==> config.mk <==
export PLATFORM = sky130hd
export DESIGN_NAME = pmx_pin_mux
export DESIGN_NICKNAME = d
export VERILOG_FILES = /design/src/pmx_pkg.sv /design/src/pmx_port_reg.sv /design/src/pmx_pin_cell.sv /design/src/pmx_pin_mux.sv
export SDC_FILE = /design/constraint.sdc
export NUM_CORES = 1
export LEC_CHECK = 0
export BUFFER_PORTS_ARGS = -buffer_cell sky130_fd_sc_hd__buf_4
export CORE_MARGIN = 10
export CORE_UTILIZATION = 45
export DETAILED_ROUTE_END_ITERATION = 10
export PLACE_DENSITY = 0.81
export REMOVE_ABC_BUFFERS = 1
export SLEW_MARGIN = 10
export SYNTH_ARGS = -nofsm -noshare
export SYNTH_HDL_FRONTEND = slang
export SYNTH_SLANG_ARGS = --single-unit
==> constraint.sdc <==
create_clock -name sys_clk -period 4.5 [get_ports sys_clk]
set_clock_uncertainty 0.1 [all_clocks]
set_input_delay 0.225 -clock sys_clk [delete_from_list [all_inputs] [get_ports sys_clk]]
set_output_delay 0.225 -clock sys_clk [all_outputs]
set_load 0.05 [all_outputs]
==> src/pmx_pkg.sv <==
// package: register map, pin map and carrier types of the port pin mux
package pmx_pkg;
   // ---------------------------------------------------------------
   // register addresses, reset values and field positions
   // ---------------------------------------------------------------
   localparam logic [7:0] PMX_ADDR_PORT0  = 8'h80;
   localparam logic [7:0] PMX_ADDR_PORT1  = 8'h90;
   localparam logic [7:0] PMX_ADDR_PORT2  = 8'hA0;
   localparam logic [7:0] PMX_ADDR_LOCSEL = 8'hF1;
   localparam logic [7:0] PMX_PORT01_RESET = 8'hFF;
   localparam logic [7:0] PMX_PORT2_RESET  = 8'h1F;
   localparam logic [7:0] PMX_LOCSEL_RESET = 8'h00;
   localparam logic [7:0] PMX_LOCSEL_MASK  = 8'h73;
   localparam int PMX_BIT_U0LOC = 0;
   localparam int PMX_BIT_U1LOC = 1;
   localparam int PMX_BIT_T4LOC = 4;
   localparam int PMX_BIT_T3LOC = 5;
   localparam int PMX_BIT_T1LOC = 6;
   localparam int PMX_PORT2_W   = 5;
   // ---------------------------------------------------------------
   // peripherals, pins and routing table
   // ---------------------------------------------------------------
   localparam int PMX_PER_CNT = 6;
   localparam int PMX_SIG_CNT = 4;
   localparam int PMX_PIN_CNT = 21;
   localparam int PMX_U0  = 0;
   localparam int PMX_U1  = 1;
   localparam int PMX_T1  = 2;
   localparam int PMX_T3  = 3;
   localparam int PMX_T4  = 4;
   localparam int PMX_I2S = 5;
   localparam logic [4:0] PMX_NONE     = 5'h1F;
   localparam logic [4:0] PMX_PIN_TRIG = 5'h10;
   localparam logic [4:0] PMX_PIN_DDAT = 5'h11;
   localparam logic [4:0] PMX_PIN_DCLK = 5'h12;
   localparam logic [4:0] PMX_PIN_XO1  = 5'h13;
   localparam logic [4:0] PMX_PIN_XO2  = 5'h14;
   // serial units in asynchronous mode only use signals 0 (rx) and 1 (tx)
   localparam logic [3:0] PMX_UART_USED = 4'h3;
   localparam logic [3:0] PMX_SIG_USED [PMX_PER_CNT] =
      '{4'hF, 4'hF, 4'h7, 4'h3, 4'h3, 4'hF};
   // pin id = port * 8 + bit; [peripheral][location][signal]
   localparam logic [4:0] PMX_MAP [PMX_PER_CNT][2][PMX_SIG_CNT] = '{
      '{'{5'h02, 5'h03, 5'h04, 5'h05}, '{5'h0D, 5'h0C, 5'h0A, 5'h0B}},
      '{'{5'h05, 5'h04, 5'h02, 5'h03}, '{5'h0F, 5'h0E, 5'h0C, 5'h0D}},
      '{'{5'h02, 5'h03, 5'h04, 5'h1F}, '{5'h0A, 5'h09, 5'h08, 5'h1F}},
      '{'{5'h0B, 5'h0C, 5'h1F, 5'h1F}, '{5'h0E, 5'h0F, 5'h1F, 5'h1F}},
      '{'{5'h08, 5'h09, 5'h1F, 5'h1F}, '{5'h10, 5'h13, 5'h1F, 5'h1F}},
      '{'{5'h00, 5'h01, 5'h06, 5'h07}, '{5'h0A, 5'h0B, 5'h0E, 5'h0F}}
   };
   // ---------------------------------------------------------------
   // carrier types
   // ---------------------------------------------------------------
   typedef struct packed {
      logic [PMX_SIG_CNT-1:0] o;
      logic [PMX_SIG_CNT-1:0] oe;
   } pmx_drive_t;
   typedef struct packed {
      logic [7:0] addr;
      logic       wr;
      logic       rd;
      logic       rmw;
      logic [7:0] wdata;
      logic       bit_wr;
      logic [2:0] bit_idx;
      logic       bit_val;
   } pmx_sfr_req_t;
   typedef struct packed {
      logic [1:0] port0_precedence_field;
      logic       port1_precedence_bit_three;
      logic       port1_precedence_bit_two;
      logic       port1_precedence_bit_one;
      logic       port1_precedence_bit_zero;
   } pmx_prec_t;
endpackage

==> src/pmx_port_reg.sv <==
// bit- and byte-writable port data register
`timescale 1ns/1ps
`default_nettype none
module pmx_port_reg #(
   parameter int         WIDTH = 8,
   parameter logic [7:0] RESET = 8'hFF
) (
   input  wire logic             sys_clk,
   input  wire logic             rst_b,
   input  wire logic             wr,
   input  wire logic [7:0]       wdata,
   input  wire logic             bit_wr,
   input  wire logic [2:0]       bit_idx,
   input  wire logic             bit_val,
   output logic      [WIDTH-1:0] q
);
   if (WIDTH < 1 || WIDTH > 8) begin : g_bad
      $error("pmx_port_reg: WIDTH must be 1 to 8");
   end

   // a bit write beyond the implemented width is dropped
   always_ff @(posedge sys_clk or negedge rst_b) begin
      if (!rst_b) begin
         q <= RESET[WIDTH-1:0];
      end else if (wr) begin
         q <= wdata[WIDTH-1:0];
      end else if (bit_wr && int'(bit_idx) < WIDTH) begin
         q[bit_idx] <= bit_val;
      end
   end
endmodule
`default_nettype wire

==> src/pmx_pin_cell.sv <==
// one pad's output stage: override order and registered drive
`timescale 1ns/1ps
`default_nettype none
module pmx_pin_cell (
   input  wire logic sys_clk,
   input  wire logic rst_b,
   input  wire logic analog_en,
   input  wire logic dbg_en,
   input  wire logic dbg_o,
   input  wire logic dbg_oe,
   input  wire logic func_sel,
   input  wire logic per_valid,
   input  wire logic per_o,
   input  wire logic per_oe,
   input  wire logic gpio_o,
   input  wire logic gpio_dir,
   output logic      pad_out,
   output logic      pad_oe,
   output logic      pad_analog
);
   logic next_out;
   logic next_oe;

   always_comb begin
      next_out = 1'b0;
      next_oe  = 1'b0;
      if (analog_en) begin
         next_oe = 1'b0;
      end else if (dbg_en) begin
         next_out = dbg_o;
         next_oe  = dbg_oe;
      end else if (func_sel) begin
         // peripheral function with no claimant leaves the pad floating in
         next_out = per_valid & per_o;
         next_oe  = per_valid & per_oe;
      end else begin
         next_out = gpio_o;
         next_oe  = gpio_dir;
      end
   end

   always_ff @(posedge sys_clk or negedge rst_b) begin
      if (!rst_b) begin
         pad_out    <= 1'b0;
         pad_oe     <= 1'b0;
         pad_analog <= 1'b0;
      end else begin
         pad_out    <= next_out;
         pad_oe     <= next_oe;
         pad_analog <= analog_en;
      end
   end
endmodule
`default_nettype wire

==> src/pmx_pin_mux.sv <==
// port pin mux: data and location registers, precedence, pad stages
`timescale 1ns/1ps
`default_nettype none
module pmx_pin_mux (
   input  wire logic                       sys_clk,
   input  wire logic                       rst_b,
   input  wire pmx_pkg::pmx_sfr_req_t      sfr_req,
   output logic      [7:0]                 sfr_rdata,
   input  wire logic [20:0]                pad_in,
   output logic      [20:0]                pad_out,
   output logic      [20:0]                pad_oe,
   output logic      [20:0]                pad_analog,
   input  wire logic [20:0]                port_function_select,
   input  wire logic [20:0]                port_direction,
   input  wire pmx_pkg::pmx_prec_t         prec,
   input  wire logic [1:0]                 usart_uart_mode,
   input  wire logic [5:0]                 periph_enable,
   input  wire logic                       audio_serial_location,
   input  wire logic [7:0]                 analog_input_enable,
   input  wire logic                       low_freq_osc_select,
   input  wire logic                       debug_active,
   input  wire logic                       debug_data_out,
   input  wire logic                       debug_data_oe,
   input  wire pmx_pkg::pmx_drive_t [5:0]  periph_drive,
   output logic      [5:0][3:0]            periph_pin_in,
   output logic      [7:0]                 converter_inputs,
   output logic                            debug_data_in,
   output logic                            debug_clock_in,
   output logic                            conv_trigger_in
);
   import pmx_pkg::*;

   // ---------------------------------------------------------------
   // register file
   // ---------------------------------------------------------------
   logic [7:0]            port0_q;
   logic [7:0]            port1_q;
   logic [PMX_PORT2_W-1:0] port2_q;
   logic [7:0]            peripheral_location_select;
   logic [2:0]            port_wr;
   logic [2:0]            port_bit_wr;
   logic [7:0]            port_addr [3];

   assign port_addr[0] = PMX_ADDR_PORT0;
   assign port_addr[1] = PMX_ADDR_PORT1;
   assign port_addr[2] = PMX_ADDR_PORT2;

   for (genvar p = 0; p < 3; p++) begin : g_dec
      assign port_wr[p]     = sfr_req.wr && sfr_req.addr == port_addr[p];
      assign port_bit_wr[p] = sfr_req.bit_wr && sfr_req.addr == port_addr[p];
   end

   pmx_port_reg #(.WIDTH(8), .RESET(PMX_PORT01_RESET)) u_port0 (
      .sys_clk (sys_clk),
      .rst_b   (rst_b),
      .wr      (port_wr[0]),
      .wdata   (sfr_req.wdata),
      .bit_wr  (port_bit_wr[0]),
      .bit_idx (sfr_req.bit_idx),
      .bit_val (sfr_req.bit_val),
      .q       (port0_q)
   );
   pmx_port_reg #(.WIDTH(8), .RESET(PMX_PORT01_RESET)) u_port1 (
      .sys_clk (sys_clk),
      .rst_b   (rst_b),
      .wr      (port_wr[1]),
      .wdata   (sfr_req.wdata),
      .bit_wr  (port_bit_wr[1]),
      .bit_idx (sfr_req.bit_idx),
      .bit_val (sfr_req.bit_val),
      .q       (port1_q)
   );
   pmx_port_reg #(.WIDTH(PMX_PORT2_W), .RESET(PMX_PORT2_RESET)) u_port2 (
      .sys_clk (sys_clk),
      .rst_b   (rst_b),
      .wr      (port_wr[2]),
      .wdata   (sfr_req.wdata),
      .bit_wr  (port_bit_wr[2]),
      .bit_idx (sfr_req.bit_idx),
      .bit_val (sfr_req.bit_val),
      .q       (port2_q)
   );

   // location register is byte access only; unused bits stay zero
   always_ff @(posedge sys_clk or negedge rst_b) begin
      if (!rst_b) begin
         peripheral_location_select <= PMX_LOCSEL_RESET;
      end else if (sfr_req.wr && sfr_req.addr == PMX_ADDR_LOCSEL) begin
         peripheral_location_select <= sfr_req.wdata & PMX_LOCSEL_MASK;
      end
   end

   // plain port reads return pad levels, read-modify-write reads the latch
   always_ff @(posedge sys_clk or negedge rst_b) begin
      if (!rst_b) begin
         sfr_rdata <= 8'h00;
      end else if (sfr_req.rd) begin
         unique case (sfr_req.addr)
            PMX_ADDR_PORT0:  sfr_rdata <= sfr_req.rmw ? port0_q : pad_in[7:0];
            PMX_ADDR_PORT1:  sfr_rdata <= sfr_req.rmw ? port1_q : pad_in[15:8];
            PMX_ADDR_PORT2:  sfr_rdata <= {3'b000, sfr_req.rmw ? port2_q : pad_in[20:16]};
            PMX_ADDR_LOCSEL: sfr_rdata <= peripheral_location_select;
            default:         sfr_rdata <= 8'h00;
         endcase
      end
   end

   // ---------------------------------------------------------------
   // location decode
   // ---------------------------------------------------------------
   logic       serial_unit0_location;
   logic       serial_unit1_location;
   logic       timer1_location;
   logic       timer3_location;
   logic       timer4_location;
   logic [5:0] loc;

   assign serial_unit0_location = peripheral_location_select[PMX_BIT_U0LOC];
   assign serial_unit1_location = peripheral_location_select[PMX_BIT_U1LOC];
   assign timer1_location       = peripheral_location_select[PMX_BIT_T1LOC];
   assign timer3_location       = peripheral_location_select[PMX_BIT_T3LOC];
   assign timer4_location       = peripheral_location_select[PMX_BIT_T4LOC];
   assign loc = {audio_serial_location, timer4_location, timer3_location,
                 timer1_location, serial_unit1_location, serial_unit0_location};

   // ---------------------------------------------------------------
   // precedence
   // ---------------------------------------------------------------
   function automatic int rank0(input int p, input logic [1:0] field);
      int r;
      r = p + 3;
      unique case (field)
         2'b00: r = (p == PMX_U0) ? 0 : (p == PMX_U1) ? 1 : (p == PMX_T1) ? 2 : r;
         2'b01: r = (p == PMX_U1) ? 0 : (p == PMX_U0) ? 1 : (p == PMX_T1) ? 2 : r;
         2'b10, 2'b11: r = (p == PMX_T1) ? 0 : (p == PMX_U0) ? 1 : (p == PMX_U1) ? 2 : r;
      endcase
      return r;
   endfunction

   // true when peripheral a takes a pin that b also claims
   function automatic logic beats(input int a, input int b, input int port,
                                  input pmx_prec_t pr);
      logic r;
      r = a < b;
      if (port == 0) begin
         r = rank0(a, pr.port0_precedence_field) < rank0(b, pr.port0_precedence_field);
      end else if (port == 1) begin
         if (a == PMX_U0 && b == PMX_U1) r = !pr.port1_precedence_bit_three;
         if (a == PMX_U1 && b == PMX_U0) r = pr.port1_precedence_bit_three;
         if (a == PMX_U0 && b == PMX_T1) r = !pr.port1_precedence_bit_zero;
         if (a == PMX_T1 && b == PMX_U0) r = pr.port1_precedence_bit_zero;
         if (a == PMX_T1 && b == PMX_T4) r = !pr.port1_precedence_bit_one;
         if (a == PMX_T4 && b == PMX_T1) r = pr.port1_precedence_bit_one;
         if (a == PMX_U1 && b == PMX_T3) r = !pr.port1_precedence_bit_two;
         if (a == PMX_T3 && b == PMX_U1) r = pr.port1_precedence_bit_two;
      end
      return r;
   endfunction

   // ---------------------------------------------------------------
   // claims and winner per pin
   // ---------------------------------------------------------------
   logic [PMX_PIN_CNT-1:0][PMX_PER_CNT-1:0] claim;
   logic [PMX_PIN_CNT-1:0][PMX_PER_CNT-1:0][1:0] claim_sig;
   logic [PMX_PIN_CNT-1:0] win_valid;
   logic [PMX_PIN_CNT-1:0] win_o;
   logic [PMX_PIN_CNT-1:0] win_oe;

   always_comb begin
      logic [3:0] used;
      logic [4:0] id;
      claim     = '0;
      claim_sig = '0;
      used      = 4'h0;
      id        = PMX_NONE;
      for (int p = 0; p < PMX_PER_CNT; p++) begin
         used = PMX_SIG_USED[p];
         if (p <= PMX_U1 && usart_uart_mode[p]) used = PMX_UART_USED;
         for (int s = 0; s < PMX_SIG_CNT; s++) begin
            id = PMX_MAP[p][loc[p]][s];
            if (periph_enable[p] && used[s] && id != PMX_NONE) begin
               claim[id][p]     = 1'b1;
               claim_sig[id][p] = 2'(s);
            end
         end
      end
   end

   // a claimant beaten by nobody wins; a precedence loop falls back to
   // the lowest peripheral number rather than leaving the pin undriven
   always_comb begin
      int  w;
      logic ok;
      w         = 0;
      ok        = 1'b0;
      win_valid = '0;
      win_o     = '0;
      win_oe    = '0;
      for (int n = 0; n < PMX_PIN_CNT; n++) begin
         w = -1;
         for (int p = PMX_PER_CNT - 1; p >= 0; p--) begin
            if (claim[n][p]) w = p;
         end
         for (int p = PMX_PER_CNT - 1; p >= 0; p--) begin
            ok = claim[n][p];
            for (int q = 0; q < PMX_PER_CNT; q++) begin
               if (q != p && claim[n][q] && beats(q, p, n / 8, prec)) ok = 1'b0;
            end
            if (ok) w = p;
         end
         if (w >= 0) begin
            win_valid[n] = 1'b1;
            win_o[n]     = periph_drive[w].o[claim_sig[n][w]];
            win_oe[n]    = periph_drive[w].oe[claim_sig[n][w]];
         end
      end
   end

   // ---------------------------------------------------------------
   // overrides and pad stages
   // ---------------------------------------------------------------
   logic [PMX_PIN_CNT-1:0] analog_en;
   logic [PMX_PIN_CNT-1:0] dbg_en;
   logic [PMX_PIN_CNT-1:0] gpio_o;

   assign gpio_o = {port2_q, port1_q, port0_q};

   for (genvar n = 0; n < PMX_PIN_CNT; n++) begin : g_pin
      if (n < 8) begin : g_adc
         assign analog_en[n] = analog_input_enable[n];
      end else if (n == PMX_PIN_XO1 || n == PMX_PIN_XO2) begin : g_xo
         assign analog_en[n] = !low_freq_osc_select;
      end else begin : g_dig
         assign analog_en[n] = 1'b0;
      end
      assign dbg_en[n] = debug_active && (n == PMX_PIN_DDAT || n == PMX_PIN_DCLK);
      pmx_pin_cell u_cell (
         .sys_clk    (sys_clk),
         .rst_b      (rst_b),
         .analog_en  (analog_en[n]),
         .dbg_en     (dbg_en[n]),
         .dbg_o      (debug_data_out),
         .dbg_oe     (debug_data_oe && n == PMX_PIN_DDAT),
         .func_sel   (port_function_select[n]),
         .per_valid  (win_valid[n]),
         .per_o      (win_o[n]),
         .per_oe     (win_oe[n]),
         .gpio_o     (gpio_o[n]),
         .gpio_dir   (port_direction[n]),
         .pad_out    (pad_out[n]),
         .pad_oe     (pad_oe[n]),
         .pad_analog (pad_analog[n])
      );
   end

   // ---------------------------------------------------------------
   // inputs seen by peripherals, debug and converter
   // ---------------------------------------------------------------
   always_ff @(posedge sys_clk or negedge rst_b) begin
      if (!rst_b) begin
         periph_pin_in <= '0;
      end else begin
         for (int p = 0; p < PMX_PER_CNT; p++) begin
            for (int s = 0; s < PMX_SIG_CNT; s++) begin
               if (PMX_MAP[p][loc[p]][s] != PMX_NONE) begin
                  periph_pin_in[p][s] <= pad_in[PMX_MAP[p][loc[p]][s]];
               end else begin
                  periph_pin_in[p][s] <= 1'b0;
               end
            end
         end
      end
   end

   // the trigger pin is read as-is; keeping it a gpio input is software's job
   always_ff @(posedge sys_clk or negedge rst_b) begin
      if (!rst_b) begin
         converter_inputs <= 8'h00;
         debug_data_in    <= 1'b0;
         debug_clock_in   <= 1'b0;
         conv_trigger_in  <= 1'b0;
      end else begin
         converter_inputs <= analog_input_enable;
         debug_data_in    <= pad_in[PMX_PIN_DDAT];
         debug_clock_in   <= pad_in[PMX_PIN_DCLK];
         conv_trigger_in  <= pad_in[PMX_PIN_TRIG];
      end
   end
endmodule
`default_nettype wire

**Word level (Yosys, flattened, before mapping)**

Cells that the tools add are included.

- Shift operators: 0
- Multiply operators: 0
- $lt $le $gt $ge: 145
- Add/sub/neg operators: 0
- Equality and inequality tests: 31
- Divide/modulo/power cells: 0
- Mux-type cells: 1277
- Bitwise gates (word level): 106
- Reduce and logical (&&, ||, !) cells: 372

Operators with widths:

| operator | number |
|---|---|
| $mux W32 | 250 |
| $mux W252 | 17 |
| $or A126 B126 Y126 | 27 |
| $mux W126 | 19 |
| $and A252 B252 Y252 | 5 |
| $not A252 Y252 | 5 |
| $and A126 B126 Y126 | 9 |
| $not A126 Y126 | 9 |
| $demux W12 S5 | 18 |
| $lt A32 B32 Y1 | 30 |
| $or A252 B252 Y252 | 3 |
| $mux W1 | 691 |
| $ge A32 B1 Y1 const B | 21 |
| $lt A32 B5 Y1 const B | 21 |
| $demux W6 S5 | 19 |
| $bmux W8 S3 | 21 |
| $mux W8 | 50 |
| $logic_and A1 B1 Y1 | 359 |
| $mux W20 | 13 |
| $mux W251 | 1 |
| $lt A5 B6 Y1 const B | 24 |
| $pmux W32 S2 | 2 |
| $bmux W2 S3 | 21 |
| $bmux W1 S5 | 24 |
| 33 further kinds | 272 |

- Latch bits: 0
- Output and inout bits: 106
- Bits in read-only memories: 0
- Bits in registers: 120
- Logic and storage cells: 1997
- RAM bits: 0
- Memories kept: 0

**Depth between registers and ports, before layout**

Gate-level depths: netlist of run 1.

- Word-level depth: 66
- Depth in mapped cells: 7
- Mapped depth without buffers: 6

**By module**

A second synthesis of run 1 with hierarchy kept.

- Cell total of the unflattened synthesis: 662
- Area, all modules: 6916.6 sq um

Modules (own cells, without submodules):

| module | area each (sq um) | cells an instance | times used | sequential area each (sq um) |
|---|---|---|---|---|
| pmx_pin_mux | 2950.3 | 306 | 1 | 1076.0 |
| pmx_pin_cell | 131.4 | 12 | 21 | 75.1 |
| pmx_port_reg (u_port0 ...) | 454.2 | 42 | 2 | 210.2 |
| pmx_port_reg (u_port2) | 299.0 | 20 | 1 | 131.4 |

**Least setup slack after synthesis of run 1**

Ideal clock, no wire load.

- Path kind: reg-to-reg
- Start point: register peripheral_location_select[1]
- End point: register g_pin[4].u_cell.pad_out
- Cell stages (with the launch flop): 7
- Library setup time: 126 ps
- Data required time: 4274 ps
- Arrival: 1806 ps
- Period minus slack after synthesis: 2032 ps
- Setup slack: 2468 ps
- Buffers on the path: 1
- Path through: dfrtp_1 buf_2 nand2b_1 o21a_1 a21oi_2 mux2_2 a221o_1

- Longest elaborated chain between the ends: 58

RTL lines:

| item | RTL line | RTL |
|---|---|---|
| start: declaration | pmx_pin_mux.sv:39 | `logic [7:0] peripheral_location_select;` |
| start signal: assignment | pmx_pin_mux.sv:89 | `peripheral_location_select <= sfr_req.wdata & PMX_LOCSEL_MASK;` |
| $not A1 Y2 (implied by the code) * | pmx_pin_mux.sv:180 | `id = PMX_MAP[p][loc[p]][s];` |
| $mux W19 (implied by the code) * | pmx_pin_mux.sv:180 |  |
| $mux W20 (implied by the code) * (2 in a row) | pmx_pin_mux.sv:180 |  |
| $lt A5 B6 Y1 (implied by the code) / $ge A5 B1 Y1 (equally long branches) | pmx_pin_mux.sv:182, pmx_pin_mux.sv:183 |  |
| $logic_and A1 B1 Y1 (implied by the code) | pmx_pin_mux.sv:182, pmx_pin_mux.sv:183 |  |
| $mux W2 (implied by the code) | pmx_pin_mux.sv:182 | `claim[id][p] = 1'b1;` |
| $demux W6 S5 | pmx_pin_mux.sv:182 |  |
| $or A126 B126 Y126 (no source line) | n/a |  |
| [... 41 more ...] | n/a |  |
| $mux W8 / $mux W2 (equally long branches) (2 in a row) | n/a |  |
| $bmux W1 S2 | pmx_pin_mux.sv:213 | `win_o[n] = periph_drive[w].o[claim_sig[n][w]];` |
| $mux W1 (implied by the code) | pmx_pin_mux.sv:213 |  |
| $mux W1 | pmx_pin_mux.sv:211 | `if (w >= 0) begin` |
| $and A1 B1 Y1 * | pmx_pin_cell.sv:34 | `next_out = per_valid & per_o;` |
| $mux W1 * | pmx_pin_cell.sv:32 | `end else if (func_sel) begin` |
| $mux W1 * | pmx_pin_cell.sv:27 | `if (analog_en) begin` |
| via g_pin[4].u_cell.next_out | pmx_pin_cell.sv:21 | `logic next_out;` |
| end signal: assignment | pmx_pin_cell.sv:48 | `pad_out <= next_out;` |
| end: declaration | pmx_pin_cell.sv:17 | `output logic pad_out,` |

Mark *: on every way through the listed nets, which the timed path passes. The rest lies on a longest branch. The select of a mux whose other input is x is not followed.
A chain may end at the register's enable or synchronous reset.

**Worst setup path after layout of run 1**

Ends and elaborated chain as after synthesis.

==> results of run 1 <==
-- stage by stage --
step	worst slack, ps	util
floorplan	2060	-
global placement	2230	0.571
detailed placement	2200	0.571
CTS	2190	0.612
global route	2090	0.613
finish	2170	0.613
-- kinds of logic (layout without fill, tap and decap cells) --
group / Yosys count / in the layout / share of synthesized area
buffers and inverters: 113 / 305 / 0.118
AND/OR/NAND/NOR: 171 / 171 / 0.144
flip-flops: 107 / 107 / 0.441
other: 1 / 16 / 0.000612
AO/OA/AOI/OAI: 154 / 154 / 0.169
multiplexers: 69 / 69 / 0.127
-- cells in the mapped netlist, drive strengths merged, types with 2 or more instances --
cell      n  share of area
a211o     2         0.0029
a211oi    3         0.0037
a21oi    44          0.037
a221o     4         0.0065
a221oi    4         0.0057
a222oi    2         0.0033
a22o      2         0.0029
a22oi     9          0.011
a31oi     9         0.0092
and2      3         0.0031
buf      85           0.10
clkbuf   11         0.0067
dfrtp    86           0.35
dfstp    21          0.090
inv      17          0.010
mux2     31          0.057
mux2i    34          0.056
mux4      4          0.015
nand2    23          0.014
nand2b   22          0.022
nand3    17          0.016
nand4     5         0.0051
nor2     67          0.041
nor2b    11          0.011
nor3      6         0.0057
nor3b     6         0.0073
nor4      3         0.0041
o2111ai   3         0.0043
o21a      4         0.0049
o21ai    30          0.025
o221ai    2         0.0029
o22ai    12          0.012
o311ai    2         0.0029
o31ai    14          0.021
-- how the worst min path moves through the flow --
stage | slack (ps) | startpoint | to | cells past startpoint
2_1_floorplan | -170 | rst_b | conv_trigger_in | 0
3_5_place_dp | 30 | rst_b | g_pin[12].u_cell.pad_oe | 1
6_report | -0.4 | debug_data_oe | g_pin[17].u_cell.pad_oe | 3
4_1_cts | 0.9 | debug_data_oe | g_pin[17].u_cell.pad_oe | 3
3_3_place_gp | 30 | rst_b | g_pin[12].u_cell.pad_oe | 1
5_1_grt | 2 | port_direction[14] | g_pin[14].u_cell.pad_oe | 2
-- per-layer routing --
| metal | routed length (um) | track usage |
|---|---|---|
| met1 | 8280 | 0.261 |
| met2 | 10600 | 0.380 |
| met3 | 2130 | 0.0616 |
| met4 | 451 | 0.0645 |
| met5 | 0 | 0 |
-- sequential cells by signal (all words and copies together), names as in the netlist, 2 cells and up --
| register | count |
|---|---|
| converter_inputs | 7 |
| g_pin.u_cell.pad_analog | 2 |
| g_pin.u_cell.pad_oe | 21 |
| g_pin.u_cell.pad_out | 21 |
| periph_pin_in | 19 |
| peripheral_location_select | 5 |
| sfr_rdata | 8 |
| u_port0.q | 8 |
| u_port1.q | 8 |
| u_port2.q | 5 |
-- power by group through the flow --
stage	combinational (mW)	clock, mW	sequential [mW]
finish	0.593	0.790	1.03
CTS	0.591	0.799	1.03
global route	0.628	0.830	1.04
detailed placement	0.571	0	1.05
floorplan	0.151	0	1.19
global placement	0.566	0	1.05
-- cell type report --
cell class,count,area share
timing repair buffer,272,0.259
clock inverter,6,0.00691
inverter,17,0.00783
clock buffer,10,0.0293
tap,176,0.0270
sequential,107,0.332
multi-input combinational,410,0.338
-- what timing repair did --
action / CTS / global route
endpoints found under the hold margin: 61 / 1
hold buffers: 25 / 1
endpoints found under the setup margin: 0 / 0
-- worst max-delay path, cell delays in order (launching register included) --
cell and delay, ps:
dfrtp_1 540, nand2b_1 350, o21a_1 280, a21oi_2 250, mux2_2 370, a221o_1 310
==> metrics.csv, run 1 <==
stage;metric;value;unit
outcome;status;finished with violations;
outcome;violated checks;negative hold slack;
final_layout;layout cells sized above 1;0.408;
logic_synthesis;synthesized area;0.00613;sq mm
critical_path;worst endpoint data arrival time;2470;ps
timing;RSZ-0062 raised after global routing;false;
cts;clock buffer count from CTS;9;
logic_synthesis;Mapped Avg Cell Area;9.96;sq um
drt;DRC;0;
critical_path;CP endpoint kind;flip-flop;
power;leak pwr;3.86;nW
timing;fin crit period;2330;ps
final_layout;area of the multi-input gates;0.00276;sq mm
timing;Final period util;0.518;
final_layout;fill count;1109;
critical_path;CP Class;flip-flop to flip-flop;
logic_synthesis;asr flop ratio synth;1.00;
job;Max Cap Viol;0;
critical_path;CP Data Required Time;4640;ps
cts;clk sinks;107;
cts;htree depth;3;
logic_synthesis;Netlist cell types;63;
final_layout;layout overhead on the synthesized area;32.9;%
drt;Routed WL;21500;um
placement;Placed Instance Area;0.00759;sq mm
logic_synthesis;cells after synthesis;615;
timing;post-route setup TNS;0;ps
critical_path;crit path launch;peripheral_location_select[1];
floorplan;Die H;137;um
floorplan;Die X;137;um
timing;relative slew slack;0.558;
critical_path;crit path to;g_pin[4].u_cell.pad_out;
floorplan;Rows;42;
cts;CTS root buffer;clkbuf_16;
cts;CTS Buffer Depth;2;
placement;DP HPWL;16900;um
floorplan;starting density of the core;0.461;
placement;Placer Congestion;0.970;
power;Int Pwr;1.64;mW
logic_synthesis;yosys synthesis warning count;0;
logic_synthesis;Seq/Total Area, Yosys;0.441;
placement;Port-buffer cells;243;
drt;DR pass1 iterations;6;
timing;hold slack;-0.382;ps
logic_synthesis;Post-synth EDFFs;0;
grt;largest net degree at the start of global routing;44;
cts;CTS-repair resized insts;0;
final_layout;most frequent cells in the layout;buf_4 (246), dfrtp_1 (86), nor2_1 (66);
cts;Reg clk slew, reported paths;80;ps
final_layout;commonest non-fill, non-tap cell in the layout;buf_4;
drt;vias per cell;5.53;
drt;Post-DRT Antenna Nets;0;
power;Seq pwr share;0.428;
cts;Worst-Skew Late Latency;350;ps
grt;initial antenna violation count;0;
power;part of the power in the clock network;0.327;
power;Logic pwr share;0.245;
power;Psw;0.782;mW
cts;CTS tree;yes;
drt;routed wire length per instance;21.5;um
timing;final slew viol count;0;
critical_path;FF-to-FF path depth;5;
power;Sw Share;0.324;
grt;vias in the first global route;5628;
floorplan;Die ar.;0.0187;sq mm
timing;Setup violations, final;0;
critical_path;Critical R2R Capture;g_pin[4].u_cell.pad_out;
grt;global-route wire length before repair;31900;um
worst_hold_path;worst hold path class;input pin to flip-flop;
critical_path;flop2flop setup slack;2170;ps
final_layout;Design Area, Final;0.00815;sq mm
placement;placed cells;956;
timing;Hold Fails Final Rpt;1;
floorplan;Core Box Area;0.0133;sq mm
final_layout;Ant. Diodes;0;
drt;initial DRC count;465;
timing;Max Fclk;429;MHz
logic_synthesis;Top FF cell, synth;dfrtp_1;
final_layout;# nets final;981;
logic_synthesis;#FFs+latches synth;107;
critical_path;RR Startpoint;peripheral_location_select[1];
timing;Least-Margin Pin Slew;662;ps
grt;total gr overflow;0;
critical_path;Startpoint Class;flip-flop;
final_layout;sequential cell area;0.00270;sq mm
final_layout;Finished Layout Cells;998;
grt;GRT Util Overall;0.220;
power;Power Total;2.42;mW
drt;vias;5522;
floorplan;IO Count;270;
critical_path;worst-path maximum fanout;10;
power;worst vdd ir;170;uV
power;Pwr per Cell Area;297;mW/mm^2
cts;post-CTS setup repair buffer count;0;
No activity file was read; power rests on OpenSTA's default activity.
==> run 2, diff against run 1 <==
Settings changed: CORE_UTILIZATION 45 to 43.
Clock period 4.5 ns to 1.94 ns, I/O delays scaled along.
==> metrics.csv, run 2 (same netlist as run 1, synthesis figures left out) <==
stage;metric;value;unit
outcome;status;finished with violations;
outcome;violated checks;negative hold slack;
cts;Reg clk slew, reported paths;70;ps
final_layout;fill count;1013;
drt;DRC;0;
cts;CTS Buffer Depth;2;
cts;CTS tree;yes;
power;part of the power in the clock network;0.322;
timing;final slew viol count;0;
critical_path;crit path launch;port_direction[6];
power;Pwr per Cell Area;634;mW/mm^2
power;leak pwr;4.37;nW
final_layout;most frequent cells in the layout;buf_4 (263), dlygate4sd3_1 (122), dfrtp_1 (86);
timing;relative slew slack;0.568;
timing;post-route setup TNS;0;ps
critical_path;CP Class;input pin to flip-flop;
timing;hold slack;-11.0;ps
floorplan;Die ar.;0.0194;sq mm
floorplan;starting density of the core;0.440;
grt;largest net degree at the start of global routing;48;
drt;vias per cell;5.60;
critical_path;cell family with most CP delay;buffers and inverters;
drt;initial DRC count;609;
floorplan;Die X;139;um
critical_path;RR Startpoint;peripheral_location_select[6];
placement;Placer Congestion;0.938;
placement;DP HPWL;17900;um
critical_path;Startpoint Class;input pin;
placement;Port-buffer cells;243;
cts;clk sinks;107;
critical_path;Critical R2R Capture;g_pin[2].u_cell.pad_out;
grt;initial antenna violation count;1;
critical_path;CP endpoint kind;flip-flop;
grt;GRT Util Overall;0.241;
final_layout;layout overhead on the synthesized area;51.9;%
power;Int Pwr;4.06;mW
critical_path;CP max stage delay;560;ps
grt;global-route wire length before repair;37800;um
critical_path;critical path, cell by cell;dlygate4sd3_1, buf_4, nand2b_1, dlygate4sd3_1, a21oi_1, dlygate4sd3_1;
final_layout;sequential cell area;0.00270;sq mm
cts;clock buffer count from CTS;9;
timing;fin crit period;1890;ps
power;Seq pwr share;0.405;
grt;vias in the first global route;6600;
critical_path;FF-to-FF path depth;7;
timing;Final period util;0.973;
critical_path;CP most frequent cell;dlygate4sd3_1;
drt;Routed WL;24500;um
worst_hold_path;worst hold path endpoint;g_pin[3].u_cell.pad_oe;
job;Max Cap Viol;0;
critical_path;slowest CP cell;dlygate4sd3_1;
cts;CTS root buffer;clkbuf_16;
final_layout;commonest non-fill, non-tap cell in the layout;buf_4;
floorplan;Rows;43;
timing;Hold Fails Final Rpt;1;
timing;Max Fclk;530;MHz
drt;Post-DRT Antenna Nets;0;
power;Logic pwr share;0.273;
worst_hold_path;hold depth;3;
power;Power Total;5.91;mW
critical_path;count of buffer and inverter cells on the critical path;4;
final_layout;area of the multi-input gates;0.00279;sq mm
drt;routed wire length per instance;22.0;um
drt;vias;6251;
floorplan;IO Count;270;
power;worst vdd ir;413;uV
floorplan;Core Box Area;0.0139;sq mm
power;Psw;1.84;mW
timing;Setup violations, final;0;
final_layout;# nets final;1095;
final_layout;Largest regs;g_pin.u_cell.pad_oe x21, g_pin.u_cell.pad_out x21, periph_pin_in x19;
grt;total gr overflow;0;
cts;htree depth;3;
drt;DR pass1 iterations;8;
timing;Least-Margin Pin Slew;648;ps
cts;Worst-Skew Late Latency;350;ps
worst_hold_path;worst hold path class;input pin to flip-flop;
final_layout;layout cells sized above 1;0.381;
critical_path;worst-path maximum fanout;1;
worst_hold_path;HP Start;periph_drive[17];
floorplan;Die H;139;um
power;Sw Share;0.312;
critical_path;CP Data Required Time;2070;ps
cts;post-CTS setup repair buffer count;0;
critical_path;flop2flop setup slack;60;ps
critical_path;worst endpoint data arrival time;2020;ps
## run 2: area by class of cell
| type | count | share of cell area |
|---|---|---|
| Timing Repair Buffer | 386 | 0.345 |
| Multi-Input combinational cell | 410 | 0.300 |
| Sequential cell | 107 | 0.290 |
| Clock buffer | 11 | 0.0261 |
| Tap cell | 180 | 0.0242 |
| Inverter | 17 | 0.00685 |
| Clock inverter | 5 | 0.00659 |
| Antenna cell | 1 | 0.000269 |
## run 2: per-layer routing
layer  part of all wire  wire (um)  global-route usage
met1               0.37       8990               0.278
met5                  0          0                   0
met4              0.043       1060               0.103
met2               0.50      12300               0.418
met3              0.089       2170              0.0561
## run 2: stage by stage
stage | instance area, sq um | setup slack, ps | cells | utilization | hold slack (ps)
2_1_floorplan | 5520 | -376 | 534 | - | -299
3_3_place_gp | 7750 | -2.70 | 979 | 0.556 | -53.6
3_5_place_dp | 7750 | -48.7 | 979 | 0.556 | -52.4
4_1_cts | 9290 | 12.6 | 1117 | 0.666 | 3.26
5_1_grt | 9310 | -10.4 | 1117 | 0.668 | 16.7
6_report | 9310 | 52.7 | 1117 | 0.668 | -11.0
## run 2: tightest hold or removal path: stages
cell and delay, ps:
buf_4 100, a221oi_1 70, o21ai_1 130
## run 2: worst max-delay path by stage
| stage | end | cells past startpoint |
|---|---|---|
| after floorplan | u_port0.q[1] | 6 |
| after global placement | g_pin[2].u_cell.pad_out | 6 |
| after detailed placement | u_port0.q[6] | 7 |
| after CTS | g_pin[1].u_cell.pad_oe | 6 |
| after global routing | g_pin[3].u_cell.pad_out | 6 |
| final | g_pin[6].u_cell.pad_oe | 6 |
## run 2: power by group through the flow
stage	Clock (mW)	Combinational (mW)	Sequential, mW
2_1_floorplan	0	0.350	2.76
3_3_place_gp	0	1.36	2.43
3_5_place_dp	0	1.37	2.43
4_1_cts	1.91	1.57	2.39
5_1_grt	1.99	1.70	2.40
6_report	1.90	1.61	2.39
## run 2: what timing repair did
item	CTS	global route
pin swaps	0	1
endpoints found under the setup margin	3	5
gates resized for setup	2	8
endpoints found under the hold margin	183	1
hold buffers	122	1
==> run 3, diff against run 2 <==
Settings changed: RECOVER_POWER set to 25, REMOVE_ABC_BUFFERS 1 to not set.
==> metrics.csv, run 3 (same netlist as run 1, synthesis figures left out) <==
stage;metric;value;unit
outcome;status;finished with violations;
outcome;violated checks;negative setup slack;
grt;total gr overflow;0;
timing;final slew viol count;0;
timing;Final period util;1.01;
grt;global-route wire length before repair;37100;um
final_layout;fill count;1031;
drt;Post-DRT Antenna Nets;0;
power;Power Total;5.92;mW
critical_path;Startpoint Class;flip-flop;
floorplan;Core Box Area;0.0139;sq mm
cts;htree depth;3;
critical_path;CP endpoint kind;flip-flop;
cts;Reg clk slew, reported paths;70;ps
placement;Placer Congestion;0.916;
power;leak pwr;4.31;nW
critical_path;worst endpoint data arrival time;2060;ps
power;worst vdd ir;491;uV
final_layout;most frequent cells in the layout;buf_4 (249), dlygate4sd3_1 (116), dfrtp_1 (86);
placement;DP HPWL;17500;um
placement;Port-buffer cells;243;
timing;relative slew slack;0.497;
cts;clock buffer count from CTS;9;
placement;placed cells;977;
cts;CTS root buffer;clkbuf_16;
grt;GRT Util Overall;0.239;
drt;vias;6237;
cts;clk sinks;107;
timing;Hold Fails Final Rpt;0;
floorplan;IO Count;270;
job;Max Cap Viol;0;
final_layout;# nets final;1091;
cts;Worst-Skew Late Latency;350;ps
final_layout;Core Util, Final;0.663;
critical_path;worst-path maximum fanout;8;
grt;largest net degree at the start of global routing;55;
drt;vias per cell;5.60;
grt;initial antenna violation count;1;
timing;hold slack;4.19;ps
grt;vias in the first global route;6522;
timing;fin crit period;1950;ps
timing;Least-Margin Pin Slew;754;ps
floorplan;Die H;139;um
floorplan;Rows;43;
floorplan;Die ar.;0.0194;sq mm
final_layout;Finished Layout Cells;1113;
timing;final setup margin;-9.76;ps
drt;Routed WL;24600;um
drt;routed wire length per instance;22.1;um
floorplan;Die X;139;um
drt;initial DRC count;675;
final_layout;commonest non-fill, non-tap cell in the layout;buf_4;
critical_path;CP Class;flip-flop to flip-flop;
timing;Max Fclk;513;MHz
worst_hold_path;worst hold path class;input pin to flip-flop;
power;Pwr per Cell Area;640;mW/mm^2
cts;CTS tree;yes;
drt;DRC;0;
critical_path;FF-to-FF path depth;5;
critical_path;CP Data Required Time;2050;ps
drt;DR pass1 iterations;6;
timing;Setup violations, final;1;
worst_hold_path;hold depth;3;
floorplan;starting density of the core;0.440;
final_layout;Largest regs;g_pin.u_cell.pad_oe x21, g_pin.u_cell.pad_out x21, periph_pin_in x19;
cts;CTS Buffer Depth;2;
final_layout;layout cells sized above 1;0.374;
final_layout;layout overhead on the synthesized area;50.9;%
-- run 3: changes by cell type in the layout (fill, tap and decap cells not counted), sizes merged --
cell,delta
clkinv,+3
buf,-14
clkbuf,+15
dlygate4sd3,-6
inv,-1
clkinvlp,-1
-- run 3: what timing repair did --
| action | 4_1_cts | 5_1_grt |
|---|---|---|
| endpoints found under the setup margin | 2 | 11 |
| endpoints found under the hold margin | 157 | 3 |
| hold buffers | 118 | 3 |
| setup buffers | 1 | 2 |
| resized for setup | 4 | 5 |
| pin swaps | 2 | 2 |
| gates cloned | 0 | 0 |
-- run 3: worst paths after layout --
check,startpoint,to,slack [ps]
worst max-delay path,peripheral_location_select[6],g_pin[10].u_cell.pad_oe,-10
worst min-delay path,periph_drive[10],g_pin[2].u_cell.pad_oe,4
worst max register to register,peripheral_location_select[6],g_pin[10].u_cell.pad_oe,-10
worst min register to register,u_port0.q[4],u_port0.q[4],420
max in group asynchronous,rst_b,converter_inputs[1],590
min in group asynchronous,rst_b,g_pin[19].u_cell.pad_oe,290
-- run 3: worst max-delay path: stages (launching register included) --
cell and delay [ps]:
dfrtp_1 350, clkbuf_1 390, nand2_1 230, nor3b_1 230
a222oi_1 380, a21oi_1 130
-- run 3: stage by stage --
stage               setup TNS (ps)  cell area [sq um]  setup slack (ps)
floorplan                        0               6210              10.7
global placement             -16.4               7760             -8.14
detailed placement            -245               7760             -46.6
CTS                              0               9280              13.2
global route                 -6.31               9250             -6.31
finish                       -9.76               9250             -9.76
-- run 3: layout make-up --
| class | instances | area, sq um | area share |
|---|---|---|---|
| antenna | 1 | 2.50 | 0.000271 |
| inverter | 17 | 63.8 | 0.00690 |
| clock buffer | 10 | 239 | 0.0258 |
| clock inverter | 6 | 76.3 | 0.00826 |
| tap | 180 | 225 | 0.0244 |
| sequential | 107 | 2700 | 0.292 |
| multi-input combinational | 410 | 2820 | 0.305 |
| timing repair buffer | 382 | 3120 | 0.337 |
-- run 3: layer usage --
metal / share of wire / global-route usage
met1: 0.36 / 0.265
met2: 0.50 / 0.414
met3: 0.087 / 0.0646
met4: 0.049 / 0.115
met5: 0 / 0
-- run 3: report_power, final --
group	switching, mW	total, mW	internal, mW
sequential	0.0511	2.39	2.34
clock	0.882	1.93	1.05
combinational	0.932	1.59	0.661
